$ cat config.mk
export PLATFORM = sky130hd
export DESIGN_NAME = fps_fan_pwm_source_select
export DESIGN_NICKNAME = d
export VERILOG_FILES = /design/src/verilog/fps_pkg.sv /design/src/verilog/fps_fan_pwm_source_select.sv
export SDC_FILE = /design/constraint.sdc
export NUM_CORES = 1
export LEC_CHECK = 0
export BUFFER_PORTS_ARGS = -buffer_cell sky130_fd_sc_hd__buf_4
export CAP_MARGIN = 20
export CORE_ASPECT_RATIO = 0.7
export CORE_MARGIN = 2
export CORE_UTILIZATION = 50
export DETAILED_ROUTE_END_ITERATION = 12
export PLACE_DENSITY = 0.69
export SYNTH_ARGS = -nofsm -noshare
export SYNTH_HDL_FRONTEND = slang
export SYNTH_SLANG_ARGS = --single-unit
$ cat constraint.sdc
create_clock -name clk -period 17.1 [get_ports clk]
set_input_delay 1.71 -clock clk [delete_from_list [all_inputs] [get_ports clk]]
set_output_delay 1.71 -clock clk [all_outputs]
set_load 0.03 [all_outputs]
$ cat src/verilog/fps_pkg.sv
// Package with register map, field positions and state carriers for the fan PWM source selector.
package fps_pkg;

  // ----------------------------------------------------------------
  // Register map
  // ----------------------------------------------------------------
  localparam logic [7:0] FPS_ADDR_BINDING = 8'hC8;
  localparam logic [7:0] FPS_ADDR_OVERRIDE = 8'hC9;
  localparam logic [7:0] FPS_RST_BINDING = 8'h00;
  localparam logic [3:0] FPS_RST_CTRL = 4'h0;

  // ----------------------------------------------------------------
  // Field positions
  // ----------------------------------------------------------------
  localparam int FPS_BIT_OVERRIDE_EN = 0;
  localparam int FPS_BIT_INVERT = 1;
  localparam int FPS_BIT_LOCK_EN = 2;
  localparam int FPS_BIT_LOCK_FLAG = 3;
  localparam int FPS_ZONE_LSB = 0;
  localparam int FPS_RAMP_LSB = 4;
  localparam int FPS_OVERRIDE_DUTY_LSB = 4;
  localparam int FPS_NUM_ZONES = 4;
  localparam int FPS_NUM_RAMPS = 4;

  // ----------------------------------------------------------------
  // Duty and timing constants
  // ----------------------------------------------------------------
  localparam logic [3:0] FPS_DUTY_FULL = 4'hF;
  localparam logic [3:0] FPS_DUTY_ZERO = 4'h0;
  localparam logic [3:0] FPS_PWM_LAST = 4'hE;
  localparam int FPS_CLK_HZ = 10000000;
  localparam int FPS_RAMP_STEP_US = 100000;
  localparam int FPS_RAMP_STEP_CYCLES = FPS_RAMP_STEP_US * (FPS_CLK_HZ / 1000000);
  localparam int FPS_PWM_TICK_CYCLES = 1;

  // ----------------------------------------------------------------
  // Carriers
  // ----------------------------------------------------------------
  typedef struct packed {
    logic wrEn;
    logic rdEn;
    logic [7:0] addr;
    logic [7:0] wrData;
  } fps_reg_req_t;

  typedef struct packed {
    logic [7:0] binding;
    logic throttleLockFlag;
    logic throttleLockEnable;
    logic outputPolarityInvert;
    logic manualDutyOverrideEn;
    logic [3:0] overrideDutyValue;
    logic [FPS_NUM_RAMPS-1:0][3:0] ramp;
    logic [31:0] rampDiv;
    logic [31:0] pwmDiv;
    logic [3:0] pwmCnt;
    logic [3:0] curDuty;
    logic [7:0] rdData;
    logic pwmOut;
  } fps_state_t;

endpackage

$ cat src/verilog/fps_fan_pwm_source_select.sv
// Source arbitration, override, lock and polarity stage of the first fan output.
`timescale 1ns/100ps
module fps_fan_pwm_source_select #(
  parameter int RAMP_STEP_CYCLES = fps_pkg::FPS_RAMP_STEP_CYCLES,
  parameter int PWM_TICK_CYCLES = fps_pkg::FPS_PWM_TICK_CYCLES
) (
  // Clock and reset
  input wire logic clk,
  input wire logic rst,
  // Register port behind the serial management engine
  input wire fps_pkg::fps_reg_req_t regReq,
  output logic [7:0] regRdData,
  // Control sources
  input wire logic [fps_pkg::FPS_NUM_ZONES-1:0][3:0] zoneDuty,
  input wire logic [1:0] processorThrottleInputN,
  input wire logic [1:0] regulatorHotInputN,
  // Fan drive
  output logic firstFanOutput,
  output logic [3:0] appliedDuty
);
  import fps_pkg::*;

  // ----------------------------------------------------------------
  // Per-source requests
  // ----------------------------------------------------------------
  fps_state_t st;
  fps_state_t next_st;
  logic [FPS_NUM_RAMPS-1:0] rampActive;
  logic [FPS_NUM_ZONES-1:0][3:0] zoneReq;
  logic [FPS_NUM_RAMPS-1:0][3:0] rampReq;
  logic throttleEvent;
  logic [3:0] maxReq;
  logic rawPwm;

  assign rampActive = {~regulatorHotInputN, ~processorThrottleInputN};

  genvar g;
  generate
    for (g = 0; g < FPS_NUM_ZONES; g++)
    begin : gReq
      // An unbound source requests zero so it can never win the maximum.
      assign zoneReq[g] = st.binding[FPS_ZONE_LSB + g] ? zoneDuty[g] : FPS_DUTY_ZERO;
      assign rampReq[g] = st.binding[FPS_RAMP_LSB + g] ? st.ramp[g] : FPS_DUTY_ZERO;
    end
  endgenerate

  assign throttleEvent = |(rampActive[1:0] & st.binding[FPS_RAMP_LSB +: 2]);

  always_comb
  begin
    // The override is one more request, so a hotter source still wins over it.
    maxReq = st.manualDutyOverrideEn ? st.overrideDutyValue : FPS_DUTY_ZERO;
    for (int i = 0; i < FPS_NUM_ZONES; i++)
    begin
      if (zoneReq[i] > maxReq)
        maxReq = zoneReq[i];
      if (rampReq[i] > maxReq)
        maxReq = rampReq[i];
    end
    if (st.throttleLockFlag)
      maxReq = FPS_DUTY_FULL;
  end

  // Counter runs 0..14, so full duty is a constant level with no glitch.
  assign rawPwm = st.pwmCnt < st.curDuty;

  // ----------------------------------------------------------------
  // Next state
  // ----------------------------------------------------------------
  always_comb
  begin
    next_st = st;
    next_st.curDuty = maxReq;
    // Inverting only here keeps the polarity bit out of the arbitration.
    next_st.pwmOut = rawPwm ^ st.outputPolarityInvert;
    // ------------------------------------------------------------
    // Ramp steps and PWM counter
    // ------------------------------------------------------------
    // Ramps run while unbound, so binding a hot input mid-event starts at its level.
    if (st.rampDiv >= 32'(RAMP_STEP_CYCLES - 1))
    begin
      next_st.rampDiv = '0;
      for (int i = 0; i < FPS_NUM_RAMPS; i++)
      begin
        if (rampActive[i] && st.ramp[i] != FPS_DUTY_FULL)
          next_st.ramp[i] = st.ramp[i] + 4'h1;
        else if (!rampActive[i] && st.ramp[i] != FPS_DUTY_ZERO)
          next_st.ramp[i] = st.ramp[i] - 4'h1;
      end
    end
    else
      next_st.rampDiv = st.rampDiv + 32'h1;
    if (st.pwmDiv >= 32'(PWM_TICK_CYCLES - 1))
    begin
      next_st.pwmDiv = '0;
      next_st.pwmCnt = (st.pwmCnt == FPS_PWM_LAST) ? 4'h0 : st.pwmCnt + 4'h1;
    end
    else
      next_st.pwmDiv = st.pwmDiv + 32'h1;
    // ------------------------------------------------------------
    // Register writes and lock flag
    // ------------------------------------------------------------
    if (regReq.wrEn && regReq.addr == FPS_ADDR_BINDING)
      next_st.binding = regReq.wrData;
    if (regReq.wrEn && regReq.addr == FPS_ADDR_OVERRIDE)
    begin
      next_st.manualDutyOverrideEn = regReq.wrData[FPS_BIT_OVERRIDE_EN];
      next_st.outputPolarityInvert = regReq.wrData[FPS_BIT_INVERT];
      next_st.throttleLockEnable = regReq.wrData[FPS_BIT_LOCK_EN];
      next_st.overrideDutyValue = regReq.wrData[FPS_OVERRIDE_DUTY_LSB +: 4];
      // Writing a one to the flag does nothing, so software cannot fake a lock.
      if (!regReq.wrData[FPS_BIT_LOCK_FLAG])
        next_st.throttleLockFlag = 1'b0;
    end
    // A throttle event in the cycle of a clearing write keeps the flag set.
    if (st.throttleLockEnable && throttleEvent)
      next_st.throttleLockFlag = 1'b1;
    // ------------------------------------------------------------
    // Register reads
    // ------------------------------------------------------------
    // Read data is registered and held, so a slow serial engine may pick it up late.
    if (regReq.rdEn)
    begin
      case (regReq.addr)
        FPS_ADDR_BINDING: next_st.rdData = st.binding;
        FPS_ADDR_OVERRIDE: next_st.rdData = {st.curDuty, st.throttleLockFlag, st.throttleLockEnable,
          st.outputPolarityInvert, st.manualDutyOverrideEn};
        default: next_st.rdData = 8'h00;
      endcase
    end
  end

  always_ff @(posedge clk)
  begin
    if (rst)
    begin
      st <= '0;
      st.binding <= FPS_RST_BINDING;
      {st.throttleLockFlag, st.throttleLockEnable, st.outputPolarityInvert, st.manualDutyOverrideEn} <= FPS_RST_CTRL;
    end
    else
      st <= next_st;
  end

  assign regRdData = st.rdData;
  assign firstFanOutput = st.pwmOut;
  assign appliedDuty = st.curDuty;
endmodule

==> reports/qor.yml, run 1 <==
cts_root_buffer: "clkbuf_16"
cts_num_sinks: 81
synthFlopType: "dfxtp_1"
multi_input_area_um2: 3580
fin_cells: 837
finClkSkew_ps: 4.99
ir_worst_vdd_v: 0.0000489
max_cap_violations: 0
drtIter0Drc: 382
drc: 0
layout_setup_ws_ps: 2060
finalInstanceArea_um2: 6170
viasPerCell: 5.68
start_util_pct: 52.0
io_pins: 53
num_vias: 4754
tritoncts: "done"
crit_fanout: 6
crit_slowest_cell: "a311o_1"
worstPathArrival_ps: 15260
seq_area_um2: 1620
synth_simple_gate_area_share_pct: 22.3
synth_fa_ha_area_share_pct: 9.41
fp.dieW_um: 129
cts_resized: 0
core_area_um2: 10500
setup_viol_count_final: 0
power.density_nw_per_um2: 79.2
hold_path.class: "register to register"
drive_gt1_share_pct: 14.3
grt_max_degree: 47
dp_hpwl_um: 9610
htree_levels: 3
path_delay_family: "compound AO/OA/AOI/OAI gates"
synth_cell_types: 83
slew_viol_final: 0
max_freq_ghz: 0.0665
die-area_um2: 11800
async_reset_ff_share_pct: 0
n_fill_cell: 954
rows: 31
grt_pass1_vias: 4434
finalHoldViolCount: 0
setup_tns_ps: 0
worst_pin_slew_ps: 974
routed_wirelength_um: 12500
rsz0062_at_grt: "no"
flow.area_growth_from_synthesis_pct: 13.3
cts_buffer_depth: 2
gp_congestion: 0.915
layout_common_cells: "96 x nor2_1, 81 x dfxtp_1, 59 x nand2_1"
final_common_cell: "nor2_1"
port-buffer-count: 52
cts_buffers: 9
required_ps: 17320
nets: 777
drtPass1Iterations: 5
crit_buf_inv: 2
grtUsageTotal_pct: 21.9
ys_warn_count: 0
cts_setup_buffers: 0
antenna_found_initial: 0
synth_seq_cells: 81
period_share_pct: 87.9
avgSynthCellArea_um2: 8.34
grt_pass1_wl_um: 21000
critPathCaptureType: "register"
ys_seq_area_share_pct: 29.8
outcome: "complete, no violations"
dpl.cell_count: 821
utilization_pct: 58.9
syn-cell-area_um2: 5450
path_common_cell: "ha_1"
wl_per_cell_um: 14.9
cp_slowest_stage_delay_ps: 450
synthMuxAreaShare_pct: 6.57
placed_cell_area_um2: 5880
p_leak_nw: 2.65
post-place-ws_ps: 2000
n_antenna_cell: 0
overflow: 0
clock_latency_ps: 340
synth-xor-area-share_pct: 6.27
slew_headroom_pct: 34.4
holdBufCountCts: 0
ant_nets: 0
synth_compound_area_share_pct: 20.4
synth_edf_count: 0
die_h_um: 91.3
synth_top_family_by_area: "simple AND/OR/NAND/NOR gates"
netlist_instances: 653
period_minus_slack_ps: 15040
startpoint_type: "primary input"
clkTransAtPathRegs_ps: 60
crit_type: "primary input to register"
## logic make-up after synthesis
group                      Yosys count
buffers and inverters               59
DFF                                 81
other                                1
muxes                               34
and+or+nand+nor                    247
xor gates and xnor gates            39
AOI/OAI and AO/OA                  153
adders and majority gates           39
## flip-flops by register name (all words and copies together), names as in the netlist
name	count
st	68
regRdData	8
appliedDuty	4
firstFanOutput	1
## metrics by stage
step                      total power, mW  hold slack [ps]
after floorplan                     0.284              430
after global placement              0.304              442
after detailed placement            0.309              458
after CTS                           0.494              476
after global routing                0.518              485
final                               0.489              469
## final cells by class
cell class / count / area share (%)
clock buffer: 10 / 3.87
clock inverter: 6 / 0.831
inverter: 31 / 1.88
multi-input combinational: 524 / 58.0
sequential: 81 / 26.3
tap: 132 / 2.68
timing repair buffer: 53 / 6.45
## synthesized netlist by cell type, drive strengths merged (4+ instances only)
cell type / number / area, um2
nor2: 96 / 360
dfxtp: 81 / 1620
nand2: 59 / 221
a21oi: 50 / 277
ha: 33 / 413
inv: 31 / 116
xnor2: 25 / 219
mux2i: 23 / 230
o21ai: 23 / 115
buf: 17 / 129
and2: 16 / 103
xor2: 14 / 123
nand3: 12 / 60.1
a31oi: 11 / 68.8
clkbuf: 11 / 41.3
mux2: 11 / 128
nor2b: 9 / 56.3
nand2b: 8 / 50.1
nor4: 8 / 71.3
o31ai: 8 / 92.6
or2: 7 / 43.8
a211oi: 6 / 45.0
a21o: 6 / 45.0
nor3: 6 / 41.3
a41oi: 5 / 43.8
o41a: 5 / 56.3
or3: 5 / 31.3
and3: 4 / 25.0
fa: 4 / 80.1
nand4: 4 / 25.0
## power by group
| group | total, mW | switching, mW | internal, mW |
|---|---|---|---|
| clock network | 0.184 | 0.0802 | 0.104 |
| logic | 0.0783 | 0.0368 | 0.0415 |
| registers | 0.227 | 0.0233 | 0.203 |
## final timing paths
| kind | cells past startpoint | start | slack (ps) | end |
|---|---|---|---|---|
| setup / recovery | 59 | zoneDuty[0] | 2060 | appliedDuty[2]$_SDFF_PP0_ |
| hold / removal | 1 | st[49]$_SDFF_PP0_ | 470 | st[49]$_SDFF_PP0_ |
| setup reg to reg | 58 | st[105]$_SDFFE_PP0P_ | 2990 | appliedDuty[2]$_SDFF_PP0_ |
| hold reg to reg | 1 | st[49]$_SDFF_PP0_ | 470 | st[49]$_SDFF_PP0_ |
## per-layer routing
layer / vias up / wire length (um) / track usage (%)
li1: 2412 / - / -
met1: 2193 / 6480 / 32.2
met2: 139 / 5120 / 32.8
met3: 10 / 757 / 4.95
met4: 0 / 97 / 4.44
met5: - / 0 / 0
## worst reg2reg max path, delay by kind of cell, from the launching register on
kind / cells / cell delay [ps]
AOI/OAI and AO/OA: 24 / 5620
adders and majority gates: 10 / 3330
buffers and inverters: 1 / 70
DFF: 1 / 460
muxes: 4 / 1320
and+or+nand+nor: 19 / 3200
Note: power is estimated with default switching activity, not from simulation.
==> run 2, diff against run 1 <==
Settings changed: CORE_MARGIN 2 to not set, SLEW_MARGIN set to 10.
==> reports/qor.yml, run 2 (synthesized netlist as in run 1, its figures left out) <==
setup_tns_ps: 0  # unchanged
period_minus_slack_ps: 15170  # +129 ps
num_vias: 4844  # +1.9%
hold_path.class: "register to register"
viasPerCell: 5.79  # +1.9%
post-place-ws_ps: 1830  # -164 ps
cp_slowest_stage_delay_ps: 440  # about the same
fp.dieW_um: 127  # -1.6%
n_antenna_cell: 0  # unchanged
cts_resized: 0  # unchanged
die_h_um: 89.3  # -2.2%
utilization_pct: 58.9  # unchanged
power_switching_mw: 0.141  # +0.74%
max_cap_violations: 0  # unchanged
cts_buffer_depth: 2  # unchanged
max_freq_ghz: 0.0659  # -0.85%
p_int_mw: 0.349  # about the same
routed_wirelength_um: 12900  # +3.6%
cts_root_buffer: "clkbuf_16"
cts_num_sinks: 81  # unchanged
power.density_nw_per_um2: 79.4  # +0.23%
drtPass1Iterations: 5  # unchanged
ir_worst_vdd_v: 0.0000539  # +10%
critPathCaptureType: "register"
p_leak_nw: 2.65  # unchanged
dpl.cell_count: 821  # unchanged
port-buffer-count: 52  # unchanged
fin_cells: 837  # unchanged
worstSetupStartpoint: "zoneDuty[0]"
largest_register_ffs: 68  # unchanged
final_common_cell: "nor2_1"
power_frac_seq_pct: 46.3  # about the same
htree_levels: 3  # unchanged
overflow: 0  # unchanged
nets: 777  # unchanged
clock_latency_ps: 340  # about the same
layout_setup_ws_ps: 1930  # -129 ps
core_area_um2: 10500  # unchanged
path_common_cell: "ha_1"
reg2reg_from: "st[105]$_SDFFE_PP0P_"
hold_start: "st[103]$_SDFFE_PP0P_"
die-area_um2: 11300  # -3.7%
tritoncts: "done"
gp_congestion: 0.852  # -6.9%
grt_pass1_vias: 4457  # +0.52%
total_power_mw: 0.490  # +0.23%
netSwitchingFraction_pct: 28.8  # +0.14 points
slew_viol_final: 0  # unchanged
drive_gt1_share_pct: 14.3  # unchanged
layout_common_cells: "96 x nor2_1, 81 x dfxtp_1, 59 x nand2_1"
p_clk_share_pct: 37.6  # about the same
finClkSkew_ps: 8.16  # +3.17 ps
drtIter0Drc: 408  # +6.8%
outcome: "complete, no violations"
dp_hpwl_um: 9970  # +3.7%
cts_buffers: 9  # unchanged
startpoint_type: "primary input"
wl_per_cell_um: 15.4  # +3.6%
ant_nets: 0  # unchanged
setup_viol_count_final: 0  # unchanged
io_pins: 53  # unchanged
grt_max_degree: 47  # unchanged
cts_setup_buffers: 0  # unchanged
grtUsageTotal_pct: 23.6  # +1.7 points
combPwrFrac_pct: 16.2  # +0.2 points
drc: 0  # unchanged
worstPathArrival_ps: 15420  # +160 ps
period_share_pct: 88.7  # +0.76 points
flow.area_growth_from_synthesis_pct: 13.3  # unchanged
crit_type: "primary input to register"
slew_headroom_pct: 41.5  # +7.1 points
rows: 31  # unchanged
top_register: "st"
crit_fanout: 6  # unchanged
holdBufCountCts: 0  # unchanged
worst_pin_slew_ps: 868  # -106 ps
required_ps: 17350  # +30 ps
clkTransAtPathRegs_ps: 60  # about the same
rsz0062_at_grt: "no"
start_util_pct: 52.0  # unchanged
finalHoldViolCount: 0  # unchanged
crit_slowest_cell: "a311o_1"
grt_pass1_wl_um: 21300  # +1.1%
antenna_found_initial: 0  # unchanged
==> run 2: cell counts in the layout (fill, tap and decap cells not counted) <==
Identical to the previous run, type by type.
==> run 2: worst paths after layout <==
check | end | cells past startpoint | slack (ps)
max | appliedDuty[0]$_SDFF_PP0_ | 59 | 1930
min | st[104]$_SDFFE_PP0P_ | 2 | 490
max reg2reg | appliedDuty[0]$_SDFF_PP0_ | 58 | 2850
min reg2reg | st[104]$_SDFFE_PP0P_ | 2 | 490
==> run 2: area by class of cell <==
type | count | area, um2
Multi-Input combinational cell | 524 | 3580
Inverter | 31 | 116
Sequential cell | 81 | 1620
Clock buffer | 10 | 239
Fill cell | 954 | 4300
Clock inverter | 6 | 51.3
Tap cell | 132 | 165
Timing Repair Buffer | 53 | 398
==> run 2: power by group through the flow <==
stage               clock, mW  combinational, mW  sequential [mW]
floorplan                   0             0.0601            0.224
global placement            0             0.0751            0.229
detailed placement          0             0.0794            0.231
CTS                     0.188             0.0797            0.226
global route            0.195             0.0918            0.230
finish                  0.184             0.0794            0.227
==> run 2: routing by layer <==
metal | vias to the layer above | track usage [%] | part of all wire, %
met4 | 0 | 6.93 | 1.4
met2 | 187 | 36.6 | 42
met3 | 18 | 4.91 | 6.8
met5 | - | 0 | 0
met1 | 2235 | 33.3 | 50
li1 | 2404 | - | -
==> run 2: metrics by stage <==
stage	area [um2]	hold WS, ps
floorplan	5490	430
global placement	5880	447
detailed placement	5880	472
CTS	6170	490
global route	6170	505
finish	6170	487
==> run 2: worst max-delay path, delay by kind of cell <==
family / cells / cell delay [ps]
buffers and inverters: 2 / 160
AOI/OAI and AO/OA: 24 / 5750
adders and majority gates: 10 / 3320
muxes: 4 / 1320
and+or+nand+nor: 19 / 3090
